<file path="src/logic/pdmr_pkg.sv">
// Shared constants and types for the pulse-density microphone receiver.
// Assumes a single 250 MHz clock domain and an Avalon-MM register bus.
package pdmr_pkg;
   // Register byte offsets
   localparam logic [11:0] OFS_START = 12'h000;
   localparam logic [11:0] OFS_STOP = 12'h004;
   localparam logic [11:0] OFS_EV_STARTED = 12'h100;
   localparam logic [11:0] OFS_EV_STOPPED = 12'h104;
   localparam logic [11:0] OFS_EV_END = 12'h108;
   localparam logic [11:0] OFS_INC = 12'h504;
   localparam logic [11:0] OFS_MODE = 12'h508;
   localparam logic [11:0] OFS_GAIN_L = 12'h518;
   localparam logic [11:0] OFS_GAIN_R = 12'h51c;
   localparam logic [11:0] OFS_RATIO = 12'h520;
   localparam logic [11:0] OFS_MCLK = 12'h54c;
   localparam logic [11:0] OFS_PTR = 12'h560;
   localparam logic [11:0] OFS_MAXCNT = 12'h564;
   // Field positions
   localparam int MODE_MONO_BIT = 0;
   localparam int MODE_SWAP_BIT = 1;
   // Reset values and gain code limit
   localparam logic [31:0] RST_INC = 32'h0800_0000;
   localparam logic [6:0] GAIN_DEF = 7'h28;
   localparam logic [6:0] GAIN_MAX = 7'h50;
   // Decimation ratios and filter output shifts
   localparam logic [6:0] RATIO_LO = 7'h40;
   localparam logic [6:0] RATIO_HI = 7'h50;
   localparam int SHIFT_LO = 3;
   localparam int SHIFT_HI = 4;
   // Clock generator: bit period is floor(2^20 * 2^12 / increment)
   localparam longint PCLK_HZ = 32000000;
   localparam logic [32:0] DIV_DIVIDEND = 33'h1_0000_0000;
   localparam logic [5:0] DIV_STEPS = 6'h21;
   // Gain code offset and output shift at octave zero
   localparam logic [6:0] GAIN_OFS = 7'h08;
   localparam int GAIN_SHIFT0 = 18;
   // Sequencer states
   typedef enum logic [1:0] {PDMR_IDLE, PDMR_RUN} pdmr_state_t;
   // Software configuration carried as one bundle
   typedef struct packed {
      logic [31:0] inc;
      logic mono;
      logic swap;
      logic r80;
      logic aclk;
      logic [6:0] gl;
      logic [6:0] gr;
      logic [31:0] ptr;
      logic [14:0] maxcnt;
   } pdmr_cfg_t;
   // One memory write request
   typedef struct packed {
      logic [31:0] addr;
      logic [31:0] data;
      logic wr;
   } pdmr_dma_t;
endpackage : pdmr_pkg

</file>
<file path="src/logic/pdmr_top.sv">
// Pulse-density microphone receiver: clock generator, two decimating
// channels with gain, word packing and a double-buffered memory writer.
// Assumes master clock ticks arrive as one-cycle pulses on the system
// clock and that memory is an Avalon-MM slave with waitrequest.
// Summary of operation
// - Bit clock from 32 MHz or audio tick
// - Bit period is floor(2^32 / increment) ticks
// - Increment changes apply without stopping clock
// - Left on falling, right on rising edge
// - Swap setting exchanges the two edges
// - Each channel decimated to 16-bit PCM
// - Decimation ratio selectable, 64 or 80
// - Per-channel gain, -20 to +20 dB
// - Gain code step is 0.5 dB
// - Stereo word {R,L}; mono two lefts
// - Samples stored little-endian
// - Buffer length counted in 16-bit samples
// - Pointer double-buffered, next buffer uses it
// - End event when buffer filled
// - Continue seamlessly at next pointer, started
// - Stop waits for current frame, then stopped
// - Stopped only after memory writes complete
// - End also raised on last write after stop
//
// The Avalon-MM interface to the registers and the register addresses were left to the implementer.
`timescale 1ns/1ns
module pdmr_top #(
   parameter int IW = 24
) (
   input wire logic clock,
   input wire logic rst,
   input wire logic [11:0] avs_address,
   input wire logic avs_read,
   input wire logic avs_write,
   input wire logic [31:0] avs_writedata,
   input wire logic [3:0] avs_byteenable,
   output logic [31:0] avs_readdata,
   output logic avs_waitrequest,
   input wire logic peripheral_clock_32m_tick,
   input wire logic aclk_tick,
   output logic pdm_clk,
   input wire logic pdm_din,
   output logic [31:0] dma_address,
   output logic [31:0] dma_writedata,
   output logic dma_write,
   input wire logic dma_waitrequest
);
   // Byte-lane merge for partial writes
   function automatic logic [31:0] be_merge(input logic [31:0] o,
         input logic [31:0] n, input logic [3:0] be);
      logic [31:0] r;
      r = o;
      for (int b = 0; b < 4; b++) begin
         if (be[b]) begin
            r[8*b +: 8] = n[8*b +: 8];
         end
      end
      return r;
   endfunction : be_merge

   // Clamp a wide signed value to 16 bits
   function automatic logic [15:0] sat16(input logic signed [39:0] v);
      if (v > 40'sd32767) begin
         return 16'h7fff;
      end else if (v < -40'sd32768) begin
         return 16'h8000;
      end
      return v[15:0];
   endfunction : sat16

   // Gain code to {octave, Q14 mantissa}; 12 codes make one octave
   function automatic logic [19:0] gain_f(input logic [6:0] g);
      logic [6:0] k;
      logic [3:0] r;
      logic [16:0] m;
      k = ((g > pdmr_pkg::GAIN_MAX) ? pdmr_pkg::GAIN_MAX : g)
          + pdmr_pkg::GAIN_OFS;
      r = 4'(k % 7'h0c);
      case (r)
         4'h0: m = 17'h04000;
         4'h1: m = 17'h043ce;
         4'h2: m = 17'h047d6;
         4'h3: m = 17'h04c1c;
         4'h4: m = 17'h050a3;
         4'h5: m = 17'h0556e;
         4'h6: m = 17'h05a82;
         4'h7: m = 17'h05fe4;
         4'h8: m = 17'h06598;
         4'h9: m = 17'h06ba2;
         4'ha: m = 17'h07209;
         default: m = 17'h078d1;
      endcase
      return {3'(k / 7'h0c), m};
   endfunction : gain_f

   // Bus slave state
   pdmr_pkg::pdmr_cfg_t cfg_r, cfg_nxt;
   logic [2:0] ev_r, ev_nxt;       // started, stopped, end flags
   logic [2:0] ev_set;             // hardware event pulses
   logic wait_r, wait_nxt;
   logic [31:0] rd_r, rd_nxt;
   logic acc, tsk_start, tsk_stop;

   // Register access: one wait cycle, then the access completes
   always_comb begin
      acc = (avs_read | avs_write) & ~wait_r;
      wait_nxt = ~((avs_read | avs_write) & wait_r);
      tsk_start = acc & avs_write & avs_writedata[0] &
                  (avs_address == pdmr_pkg::OFS_START);
      tsk_stop = acc & avs_write & avs_writedata[0] &
                 (avs_address == pdmr_pkg::OFS_STOP);
      cfg_nxt = cfg_r;
      ev_nxt = ev_r;
      // Clears only on a written zero; a same-cycle set still wins
      if (acc & avs_write & avs_writedata[0] == 1'b0) begin
         case (avs_address)
            pdmr_pkg::OFS_EV_STARTED: ev_nxt[0] = 1'b0;
            pdmr_pkg::OFS_EV_STOPPED: ev_nxt[1] = 1'b0;
            pdmr_pkg::OFS_EV_END: ev_nxt[2] = 1'b0;
            default: ;
         endcase
      end
      ev_nxt = ev_nxt | ev_set;
      if (acc & avs_write) begin
         case (avs_address)
            pdmr_pkg::OFS_INC:
               cfg_nxt.inc = be_merge(cfg_r.inc, avs_writedata,
                                      avs_byteenable);
            pdmr_pkg::OFS_MODE: begin
               cfg_nxt.mono = avs_writedata[pdmr_pkg::MODE_MONO_BIT];
               cfg_nxt.swap = avs_writedata[pdmr_pkg::MODE_SWAP_BIT];
            end
            pdmr_pkg::OFS_GAIN_L: cfg_nxt.gl = avs_writedata[6:0];
            pdmr_pkg::OFS_GAIN_R: cfg_nxt.gr = avs_writedata[6:0];
            pdmr_pkg::OFS_RATIO: cfg_nxt.r80 = avs_writedata[0];
            pdmr_pkg::OFS_MCLK: cfg_nxt.aclk = avs_writedata[0];
            // Shadow pointer, latched at buffer start
            pdmr_pkg::OFS_PTR:
               cfg_nxt.ptr = be_merge(cfg_r.ptr, avs_writedata,
                                      avs_byteenable);
            pdmr_pkg::OFS_MAXCNT: cfg_nxt.maxcnt = avs_writedata[14:0];
            default: ;
         endcase
      end
      // Read data prepared in the wait cycle; unmapped reads give zero
      case (avs_address)
         pdmr_pkg::OFS_EV_STARTED: rd_nxt = {31'h0, ev_r[0]};
         pdmr_pkg::OFS_EV_STOPPED: rd_nxt = {31'h0, ev_r[1]};
         pdmr_pkg::OFS_EV_END: rd_nxt = {31'h0, ev_r[2]};
         pdmr_pkg::OFS_INC: rd_nxt = cfg_r.inc;
         pdmr_pkg::OFS_MODE: rd_nxt = {30'h0, cfg_r.swap, cfg_r.mono};
         pdmr_pkg::OFS_GAIN_L: rd_nxt = {25'h0, cfg_r.gl};
         pdmr_pkg::OFS_GAIN_R: rd_nxt = {25'h0, cfg_r.gr};
         pdmr_pkg::OFS_RATIO: rd_nxt = {31'h0, cfg_r.r80};
         pdmr_pkg::OFS_MCLK: rd_nxt = {31'h0, cfg_r.aclk};
         pdmr_pkg::OFS_PTR: rd_nxt = cfg_r.ptr;
         pdmr_pkg::OFS_MAXCNT: rd_nxt = {17'h0, cfg_r.maxcnt};
         default: rd_nxt = 32'h0;
      endcase
      // Loaded only in a read's first cycle, held until the next read
      if (~(avs_read & wait_r)) begin
         rd_nxt = rd_r;
      end
   end

   // Bus registers
   always_ff @(posedge clock) begin
      if (rst) begin
         cfg_r <= '{inc: pdmr_pkg::RST_INC, gl: pdmr_pkg::GAIN_DEF,
                    gr: pdmr_pkg::GAIN_DEF, default: '0};
         ev_r <= 3'h0;
         wait_r <= 1'b1;
         rd_r <= 32'h0;
      end else begin
         cfg_r <= cfg_nxt;
         ev_r <= ev_nxt;
         wait_r <= wait_nxt;
         rd_r <= rd_nxt;
      end
   end
   assign avs_readdata = rd_r;
   assign avs_waitrequest = wait_r;

   // Period divider: recomputed whenever the increment moves
   logic [32:0] rem_r, rem_nxt, quo_r, quo_nxt, per_r, per_nxt;
   logic [31:0] dinc_r, dinc_nxt;
   logic [5:0] dstep_r, dstep_nxt;
   always_comb begin
      logic [32:0] t;
      t = 33'h0;
      rem_nxt = rem_r;
      quo_nxt = quo_r;
      per_nxt = per_r;
      dinc_nxt = dinc_r;
      dstep_nxt = dstep_r;
      if (dstep_r == 6'h0) begin
         if (dinc_r != cfg_r.inc) begin
            dinc_nxt = cfg_r.inc;
            dstep_nxt = pdmr_pkg::DIV_STEPS;
            rem_nxt = 33'h0;
            quo_nxt = 33'h0;
         end
      end else begin
         // Restoring division gives the floored period
         t = {rem_r[31:0], pdmr_pkg::DIV_DIVIDEND[dstep_r - 6'h1]};
         quo_nxt = {quo_r[31:0], t >= {1'b0, dinc_r}};
         rem_nxt = (t >= {1'b0, dinc_r}) ? t - {1'b0, dinc_r} : t;
         dstep_nxt = dstep_r - 6'h1;
         if (dstep_r == 6'h1) begin
            per_nxt = quo_nxt;
         end
      end
   end

   // Divider registers
   always_ff @(posedge clock) begin
      if (rst) begin
         rem_r <= 33'h0;
         quo_r <= 33'h0;
         per_r <= 33'h2;
         dinc_r <= 32'h0;
         dstep_r <= 6'h0;
      end else begin
         rem_r <= rem_nxt;
         quo_r <= quo_nxt;
         per_r <= per_nxt;
         dinc_r <= dinc_nxt;
         dstep_r <= dstep_nxt;
      end
   end

   // Bit clock generator
   pdmr_pkg::pdmr_state_t st_r, st_nxt;
   logic [32:0] cnt_r, cnt_nxt, pact_r, pact_nxt;
   logic clk_r, clk_nxt, tick, rise_ev, fall_ev;
   logic [1:0] smp_ev;
   always_comb begin
      // Source select between the two master ticks
      tick = cfg_r.aclk ? aclk_tick : peripheral_clock_32m_tick;
      cnt_nxt = cnt_r;
      pact_nxt = pact_r;
      clk_nxt = clk_r;
      rise_ev = 1'b0;
      fall_ev = 1'b0;
      // Idle holds the clock low and stops sampling
      if (st_r == pdmr_pkg::PDMR_IDLE) begin
         cnt_nxt = 33'h0;
         clk_nxt = 1'b0;
         pact_nxt = (per_r < 33'h2) ? 33'h2 : per_r;
      end else if (tick) begin
         cnt_nxt = cnt_r + 33'h1;
         if (cnt_r == (pact_r >> 1) - 33'h1) begin
            clk_nxt = 1'b1;
            rise_ev = 1'b1;
         end
         if (cnt_r >= pact_r - 33'h1) begin
            // New period taken at the period boundary
            cnt_nxt = 33'h0;
            clk_nxt = 1'b0;
            fall_ev = 1'b1;
            pact_nxt = (per_r < 33'h2) ? 33'h2 : per_r;
         end
      end
      smp_ev[0] = cfg_r.swap ? rise_ev : fall_ev;
      smp_ev[1] = cfg_r.swap ? fall_ev : rise_ev;
   end

   // Clock generator registers
   always_ff @(posedge clock) begin
      if (rst) begin
         cnt_r <= 33'h0;
         pact_r <= 33'h2;
         clk_r <= 1'b0;
      end else begin
         cnt_r <= cnt_nxt;
         pact_r <= pact_nxt;
         clk_r <= clk_nxt;
      end
   end
   assign pdm_clk = clk_r;

   // Decimation counter counts whole bit-clock periods
   logic [6:0] dec_r, dec_nxt;
   logic dec_stb, pv1_r, pv2_r;
   always_comb begin
      dec_stb = 1'b0;
      dec_nxt = dec_r;
      if (st_r == pdmr_pkg::PDMR_IDLE) begin
         dec_nxt = 7'h0;
      end else if (fall_ev) begin
         dec_nxt = dec_r + 7'h1;
         if (dec_r == (cfg_r.r80 ? pdmr_pkg::RATIO_HI
                                 : pdmr_pkg::RATIO_LO) - 7'h1) begin
            dec_nxt = 7'h0;
            dec_stb = 1'b1;
         end
      end
   end
   always_ff @(posedge clock) begin
      if (rst) begin
         dec_r <= 7'h0;
         pv1_r <= 1'b0;
         pv2_r <= 1'b0;
      end else begin
         dec_r <= dec_nxt;
         pv1_r <= dec_stb;
         pv2_r <= pv1_r;
      end
   end

   // Per-channel third-order filter and gain; channel 0 is left
   logic [15:0] pcm_r [2];
   logic [15:0] out_r [2];
   for (genvar c = 0; c < 2; c++) begin : g_ch
      logic signed [IW-1:0] in_r [3], in_nxt [3], z_r [3], z_nxt [3];
      logic signed [IW-1:0] y [3];
      logic [15:0] pcm_nxt, out_nxt;
      logic [19:0] gq;
      logic signed [33:0] prod;
      always_comb begin
         in_nxt = in_r;
         z_nxt = z_r;
         pcm_nxt = pcm_r[c];
         // Integrators run on this channel's edge
         if (st_r == pdmr_pkg::PDMR_IDLE) begin
            in_nxt = '{default: '0};
            z_nxt = '{default: '0};
         end else if (smp_ev[c]) begin
            in_nxt[0] = in_r[0] + (pdm_din ? IW'(1) : -IW'(1));
            in_nxt[1] = in_r[1] + in_nxt[0];
            in_nxt[2] = in_r[2] + in_nxt[1];
         end
         // Combs at the output rate, scaled to 16 bits
         y[0] = in_r[2] - z_r[0];
         y[1] = y[0] - z_r[1];
         y[2] = y[1] - z_r[2];
         if (dec_stb) begin
            z_nxt[0] = in_r[2];
            z_nxt[1] = y[0];
            z_nxt[2] = y[1];
            pcm_nxt = sat16(40'(y[2] >>> (cfg_r.r80 ? pdmr_pkg::SHIFT_HI
                                         : pdmr_pkg::SHIFT_LO)));
         end
         // Half-dB codes via octave and mantissa
         gq = gain_f(c == 0 ? cfg_r.gl : cfg_r.gr);
         prod = $signed(pcm_r[c]) * $signed({1'b0, gq[16:0]});
         out_nxt = pv1_r ? sat16(40'(prod >>> (pdmr_pkg::GAIN_SHIFT0
                                 - int'(gq[19:17])))) : out_r[c];
      end
      always_ff @(posedge clock) begin
         if (rst) begin
            in_r <= '{default: '0};
            z_r <= '{default: '0};
            pcm_r[c] <= 16'h0;
            out_r[c] <= 16'h0;
         end else begin
            in_r <= in_nxt;
            z_r <= z_nxt;
            pcm_r[c] <= pcm_nxt;
            out_r[c] <= out_nxt;
         end
      end
   end

   // Packing, memory writes and start/stop sequencing
   pdmr_pkg::pdmr_dma_t dma_r, dma_nxt;
   logic [31:0] cur_r, cur_nxt;
   logic [15:0] hold_r, hold_nxt, smp_r, smp_nxt;
   logic half_r, half_nxt, last_r, last_nxt, stop_r, stop_nxt;
   logic [31:0] word;
   logic done;
   always_comb begin
      st_nxt = st_r;
      cur_nxt = cur_r;
      hold_nxt = hold_r;
      smp_nxt = smp_r;
      half_nxt = half_r;
      last_nxt = last_r;
      stop_nxt = stop_r | tsk_stop;
      dma_nxt = dma_r;
      ev_set = 3'h0;
      done = dma_r.wr & ~dma_waitrequest;
      // Stereo {R,L}; mono {newer L, older L}
      // Lower address byte is the low sample byte
      word = cfg_r.mono ? {out_r[0], hold_r} : {out_r[1], out_r[0]};
      if (done) begin
         dma_nxt.wr = 1'b0;
      end
      case (st_r)
         pdmr_pkg::PDMR_IDLE: begin
            stop_nxt = 1'b0;
            if (tsk_start) begin
               st_nxt = pdmr_pkg::PDMR_RUN;
               cur_nxt = cfg_r.ptr;
               smp_nxt = 16'h0;
               half_nxt = 1'b0;
               ev_set[0] = 1'b1;
            end
         end
         pdmr_pkg::PDMR_RUN: begin
            if (pv2_r & ~dma_r.wr & ~stop_r) begin
               if (cfg_r.mono & ~half_r) begin
                  hold_nxt = out_r[0];
                  half_nxt = 1'b1;
               end else begin
                  half_nxt = 1'b0;
                  dma_nxt = '{addr: cur_r + {15'h0, smp_r, 1'b0},
                              data: word, wr: 1'b1};
                  smp_nxt = smp_r + 16'h2;
                  last_nxt = smp_nxt >= {1'b0, cfg_r.maxcnt};
               end
            end
            if (done & last_r) begin
               ev_set[2] = 1'b1;
               ev_set[0] = ~stop_r;
               cur_nxt = cfg_r.ptr;
               smp_nxt = 16'h0;
               last_nxt = 1'b0;
            end
            // Stop after the frame in flight
            // Stopped only once writes are done
            if (stop_r & (~dma_r.wr | done)) begin
               st_nxt = pdmr_pkg::PDMR_IDLE;
               ev_set[1] = 1'b1;
               // Final write after stop ends the buffer
               ev_set[2] = 1'b1;
               last_nxt = 1'b0;
            end
         end
         default: st_nxt = pdmr_pkg::PDMR_IDLE;
      endcase
   end

   // Sequencer registers
   always_ff @(posedge clock) begin
      if (rst) begin
         st_r <= pdmr_pkg::PDMR_IDLE;
         cur_r <= 32'h0;
         hold_r <= 16'h0;
         smp_r <= 16'h0;
         half_r <= 1'b0;
         last_r <= 1'b0;
         stop_r <= 1'b0;
         dma_r <= '0;
      end else begin
         st_r <= st_nxt;
         cur_r <= cur_nxt;
         hold_r <= hold_nxt;
         smp_r <= smp_nxt;
         half_r <= half_nxt;
         last_r <= last_nxt;
         stop_r <= stop_nxt;
         dma_r <= dma_nxt;
      end
   end
   assign dma_address = dma_r.addr;
   assign dma_writedata = dma_r.data;
   assign dma_write = dma_r.wr;
endmodule : pdmr_top

</file>
<file path="config.mk">
export PLATFORM = sky130hd
export DESIGN_NAME = pdmr_top
export DESIGN_NICKNAME = d
export VERILOG_FILES = /design/src/logic/pdmr_pkg.sv /design/src/logic/pdmr_top.sv
export SDC_FILE = /design/constraint.sdc
export NUM_CORES = 2
export LEC_CHECK = 0
export ABC_AREA = 1
export BUFFER_PORTS_ARGS = -buffer_cell sky130_fd_sc_hd__buf_2
export CORE_ASPECT_RATIO = 1.5
export CORE_MARGIN = 8
export CORE_UTILIZATION = 49
export CTS_CLUSTER_SIZE = 12
export DETAILED_ROUTE_END_ITERATION = 6
export GPL_ROUTABILITY_DRIVEN = 0
export PLACE_DENSITY = 0.75
export SYNTH_ARGS = -nofsm -noshare
export SYNTH_HDL_FRONTEND = slang
export SYNTH_SLANG_ARGS = --single-unit
</file>
<file path="constraint.sdc">
create_clock -name clock -period 8.69 [get_ports clock]
set_clock_uncertainty 0.05 [all_clocks]
set_input_delay 2.1725 -clock clock [delete_from_list [all_inputs] [get_ports clock]]
set_output_delay 2.1725 -clock clock [all_outputs]
set_load 0.005 [all_outputs]
</file>
# ---- After elaboration in Yosys (flattened, before gate mapping)
# Memories as Yosys holds them, arrays and structs flattened.
# Cells that the tools add are included.
dict set report op_classes {
  add_sub_neg 25
  div_mod_pow 4
  shift 4
  muxes 103
  mul 2
  eq_ne 25
  bitwise 31
  magnitude_cmp 15
  reduce_logical 35
}
# op n
set ops {}
lappend ops {{$mux W16} 24}
lappend ops {{$pmux W32 S11} 1}
lappend ops {{$mux W32} 7}
lappend ops {{$mux W72} 3}
lappend ops {{$mux W33} 5}
lappend ops {{$gt A40 B16 Y1 const B} 4}
lappend ops {{$lt A40 B16 Y1 const B} 4}
lappend ops {{$add A24 B24 Y24} 6}
lappend ops {{$sub A24 B24 Y24} 6}
lappend ops {{$eq A12 B11 Y1 const B} 8}
lappend ops {{$sshr A24 B3 Y40} 2}
lappend ops {{$sshr A34 B32 Y40} 2}
lappend ops {{$mul A16 B18 Y34} 2}
lappend ops {{$pmux W32 S2} 1}
lappend ops {{$mux W1} 45}
lappend ops {{$reduce_and A3 Y1} 13}
lappend ops {{$eq A12 B9 Y1 const B} 3}
lappend ops {{$add A33 B1 Y33 const B} 1}
lappend ops {{$eq A33 B33 Y1} 1}
lappend ops {{$ge A33 B32 Y1} 1}
lappend ops {{$ge A33 B33 Y1} 1}
lappend ops {{$lt A33 B2 Y1 const B} 1}
lappend ops {{$sub A32 B1 Y33 const B} 1}
lappend ops {{$sub A33 B1 Y33 const B} 1}
lappend ops {{43 further kinds} 101}
dict set report totals {
  reg_bits 766
  latch_bits 0
  input_bits 56
  mem_count 5
  output_inout_bits 99
  rom_bits 512
  mem_bits_rw 64
  elab_cells 300
}
# name words word_bits rd rd_ports_with_merged_regs write_ports line_no
set memory_table {}
lappend memory_table {{(name not given)} 16 14 1 0 0 pdmr_top.sv:79} ;# case (r)
lappend memory_table {{(name not given)} 16 14 1 0 0 pdmr_top.sv:79}
lappend memory_table {{(name not given)} 64 1 1 0 0 pdmr_top.sv:205} ;# t = {rem_r[31:0], pdmr_pkg::DIV_DIVIDEND[dstep_r - 6'h1]};
lappend memory_table {out_r 2 16 2 0 2 pdmr_top.sv:313} ;# logic [15:0] out_r [2];
lappend memory_table {pcm_r 2 16 2 0 2 pdmr_top.sv:312} ;# logic [15:0] pcm_r [2];

# ---- Depth between registers and ports, before layout
# An unclocked memory read counts as a cell.
dict set report logic_depth {
  word_depth 13
  mapped_depth 71
  mapped_depth_nobuf 68
}

# ---- Worst setup path after synthesis
# Ideal clock, no wire load.
dict set report synth_timing {
  kind {register -> register}
  startpoint {register cfg_r[56] in the netlist's numbering}
  endpoint {memory out_r[0][10]}
  path_slack_ns -0.371
  setup_ns 0.122
  synth_period_minus_slack_ns 9.061
  path_stages_with_launch 53
  required_ns 8.518
  path_buffers 4
  t_arrival_ns 8.889
  path_cell_list {dfxtp_1 > inv_1 > nand4_1 > nand2_1 > a21oi_2 > or2_2 > ha_1 > xnor2_1 > nand2_1 > o21ai_4 > nand2_1 > nand2_1 > nand2_1 > nand2_4 > buf_2 > o21ai_0 > nand2_1 > clkbuf_1 > [17 not listed] > nand2_1 > nand2_1 > nand3_1 > nand2_1 > nand2_1 > nand2_2 > inv_1 > nand2_1 > nand3_1 > nand3_1 > nand2_1 > nand2_1 > nand3_1 > a21oi_1 > nand3_2 > a21oi_4 > buf_6 > a21oi_2}
}
# element line_no
set synth_rtl {}
lappend synth_rtl {{start, declared} pdmr_top.sv:97} ;# pdmr_pkg::pdmr_cfg_t cfg_r, cfg_nxt;
lappend synth_rtl {{start signal, assigned} pdmr_top.sv:169} ;# cfg_r <= '{inc: pdmr_pkg::RST_INC, gl: pdmr_pkg::GAIN_DEF,
lappend synth_rtl {{start signal, assigned} pdmr_top.sv:175} ;# cfg_r <= cfg_nxt;
lappend synth_rtl {{end, declared} pdmr_top.sv:313}

==> flow_summary.toml <==
[timing]
worst_slew_margin_rel = 0.1489
tightest_slew_ps = 1269
post-route-period-util = 1.079
finalWorstSetupSlack_ps = -685.6
holdWs_ps = 405.1
rsz0062_at_grt = "true"
slew_viol_final = 0
fmax_ghz = 0.1067
post-route-min-period_ps = 9376
setup_viol = 30
hold_violations = 0

[worst_setup_path]
cp-start-kind = "flop"
worst-path-max-fanout = 7
rr_worst_depth = 64
regToRegSetupSlack_ps = -690
critPathCaptureType = "flop"
path_buf_inv = 13
r2r_start = "cfg_r[47]"
required_ps = 9220
cp.arrival_ps = 9900
critical-path-max-stage-delay_ps = 560
path_class = "reg -> reg"
cpMaxStageDelayCell = "fa_2"
cp.depth = 64
crit_top_cell = "nand2_2"
crit_family = "simple AND/OR/NAND/NOR gates"
cp-startpoint = "cfg_r[47]"
timing.rr.end = "out_r[1][9]"

[place]
place_area_sq_um = 75690
io_buffers = 154
dp.final_hpwl_um = 158900

[die]
ios = 155
core_sq_um = 143200
start_util = 0.4931
row_count = 170
die_w_um = 325.9
dieArea_sq_um = 156700
die-height_um = 480.8

[global_routing]
grt_pass1_wl_um = 340500
grt_pass1_vias = 68210
gr-total-overflow = 0
antenna_found_initial = 22
grt_max_degree = 109
grt_use_total = 0.2603

[hold_path]
holdPathEnd = "avs_waitrequest"
min_path_cells = 1
hp-class = "reg -> reg"
hp-start = "avs_waitrequest"

[clocking]
clockRootBuffer = "clkbuf_16"
cts_max_path_buffers = 3
cts_tree = "done"
clk_pin_slew_ps = 60
cts_made_buffers = 87
clkLatencyLatePin_ps = 700
htreeDepth = 3
clock-sinks = 828

[flow_run]
maxCapViolations = 0

[synthesis]
synth_cell_types = 72
synth_area_sq_um = 70580
ys_warn_count = 0
synth_edf_count = 0
synth_fa_ha_area_frac = 0.2194
syn_nets = 11060
synth_top_family_by_area = "adder cells"
synth_seq_area_share = 0.2348
synth_flop_cell = "dfxtp_1"
syn_avg_cell_area_sq_um = 7.065
synth-seq-cells = 828
synth_mux_area_frac = 0.0007091
synthSimpleGateAreaFrac = 0.2168
yosys.area_share.xor_xnor = 0.05648
synth_cells = 9990
async_flop_share = 0
synth_compound_area_frac = 0.1692

[outcome]
status = "finished with violations"
violations = "DRC, setup timing"

[layout]
design_area_sq_um = 83020
drive_gt1_frac = 0.1651
fillerInstances = 12350
multi_input_comb_area_sq_um = 50560
area_delta_synth_final_pct = 17.62
regArea_sq_um = 16580
nets = 11480

[routing]
via_count = 69190
drc = 8
wl_per_cell_um = 17.56
dr.pass1.iters = 7
wirelength_um = 216800
viasPerCell = 5.603
ant_nets = 0
drtIter0Drc = 5087

[power]
power.density_nw_per_um2 = 126.8
p_total_uw = 10520
ir_worst_vdd_uv = 243.6
p_leak_uw = 0.03796
==> placed cells by master (no fill, tap or decap), types with 45 or more instances in the layout <==
cell          n
inv_1      1369
clkbuf_16    89
a21oi_2      55
nor2_1      752
fa_1        334
o211ai_1     55
o21ai_0     760
xnor2_1     142
buf_2       153
nand3_2     141
ha_1        602
a211oi_1     47
nor3_1       60
o21ai_1      52
nand2_1    1762
nor4_1       45
buf_4       476
a21oi_1     786
nand2_4      46
nor2_2       90
inv_2        85
o22ai_1     126
nand4_1      71
nand2_2     183
nand3_1     348
dfxtp_1     823
a31oi_1      73
xor2_1      299
==> metal layers <==
metal	wire length, um	part of all wire	up-vias	GRT usage
met5	143	0.00066	-	0
met4	15040	0.069	22	0.1556
met3	16060	0.074	954	0.05128
met2	104400	0.48	2670	0.4597
met1	81160	0.37	32200	0.2885
li1	-	-	33340	-
==> registers in the layout (all words and copies together), names as in the netlist, 3 cells and up <==
name	count
avs_readdata	32
cfg_r	97
cnt_r	33
cur_r	32
dec_r	7
dinc_r	32
dma_address	32
dma_writedata	32
dstep_r	6
ev_r	3
g_ch.in_r	144
g_ch.z_r	144
hold_r	16
out_r	32
pact_r	33
pcm_r	32
per_r	33
quo_r	32
rem_r	32
smp_r	15
==> through the flow <==
step,cells,setup WS (ps),setup TNS [ps],utilization
finish,12350,-685.6,-17490,0.5799
global route,12350,-1186,-31220,0.5799
CTS,12310,-264.9,-6373,0.5690
detailed placement,12080,-797.1,-22530,0.5288
global placement,12080,-652.3,-17500,0.5288
floorplan,9990,0.4858,0,-
==> how the worst max path moves through the flow <==
stage / endpoint
3_5_place_dp: out_r[0][3]
6_report: out_r[1][9]
2_1_floorplan: out_r[1][6]
5_1_grt: out_r[1][4]
3_3_place_gp: out_r[0][3]
4_1_cts: out_r[1][2]
==> synth_stat cells, types with 12 or more instances <==
| cell | number | area, sq um |
|---|---|---|
| o21ai_1 | 41 | 205.2 |
| nand4_1 | 71 | 444.2 |
| nor3_1 | 68 | 340.3 |
| or2_2 | 25 | 156.4 |
| nor2_1 | 862 | 3236 |
| buf_4 | 12 | 90.09 |
| nand3b_1 | 13 | 97.59 |
| nor3b_1 | 17 | 127.6 |
| buf_2 | 58 | 290.3 |
| inv_1 | 1457 | 5469 |
| inv_2 | 20 | 75.07 |
| clkinv_1 | 24 | 90.09 |
| a21oi_2 | 26 | 227.7 |
| o21bai_1 | 28 | 210.2 |
| nand2_2 | 17 | 106.4 |
| nor2_2 | 22 | 137.6 |
| a211oi_1 | 47 | 352.8 |
| a31oi_1 | 73 | 456.7 |
| a21oi_1 | 833 | 4169 |
| xnor2_1 | 145 | 1270 |
| clkbuf_1 | 243 | 912.1 |
| nand2_1 | 1980 | 7432 |
| a21o_1 | 21 | 157.7 |
| o211ai_1 | 55 | 412.9 |
| o22ai_1 | 126 | 788.3 |
| o221ai_1 | 12 | 105.1 |
| dfxtp_1 | 828 | 16580 |
| nand3_1 | 509 | 2547 |
| nor4_1 | 49 | 306.5 |
| ha_1 | 641 | 8020 |
| xor2_1 | 305 | 2671 |
| a21boi_1 | 12 | 90.09 |
| fa_1 | 373 | 7467 |
| o21ai_0 | 798 | 3994 |
| buf_6 | 13 | 146.4 |
| a21boi_0 | 20 | 150.1 |
| buf_1 | 33 | 123.9 |
==> cell families after synthesis <==
group,after synthesis
AOI/OAI and AO/OA,2159
DFF,828
xor gates and xnor gates,452
adders and majority gates,1014
buffers and inverters,1863
and+or+nand+nor,3669
muxes,5
==> area by class of cell <==
type                       instances  share of cell area
multi-input combinational       7301              0.6090
tap                             1892             0.02852
timing repair buffer             684             0.06071
clock inverter                    18            0.003014
sequential                       828              0.1997
inverter                        1502             0.06943
timing repair inverter             1          0.00007536
clock buffer                     118             0.02934
antenna                            4           0.0001206
==> worst register-to-register path, delay by kind of cell (launching register included) <==
kind | cells | cell delay (ps)
simple gates | 41 | 4180
fa+ha+maj | 8 | 3400
buf+inv | 13 | 1040
flops | 1 | 330
compound gates | 2 | 260
==> power breakdown <==
part           internal, uW  switching, uW  total (uW)
Clock                  2050           1600        3650
Sequential             4000            150        4150
Combinational           981           1740        2730
==> what timing repair did <==
action,CTS,global route
setup buffers,91,38
endpoints found under the setup margin,30,31
pin swaps,304,234
gates cloned,4,0
resized for setup,618,338
hold buffers,0,0
(Power assumes the default switching activity.)
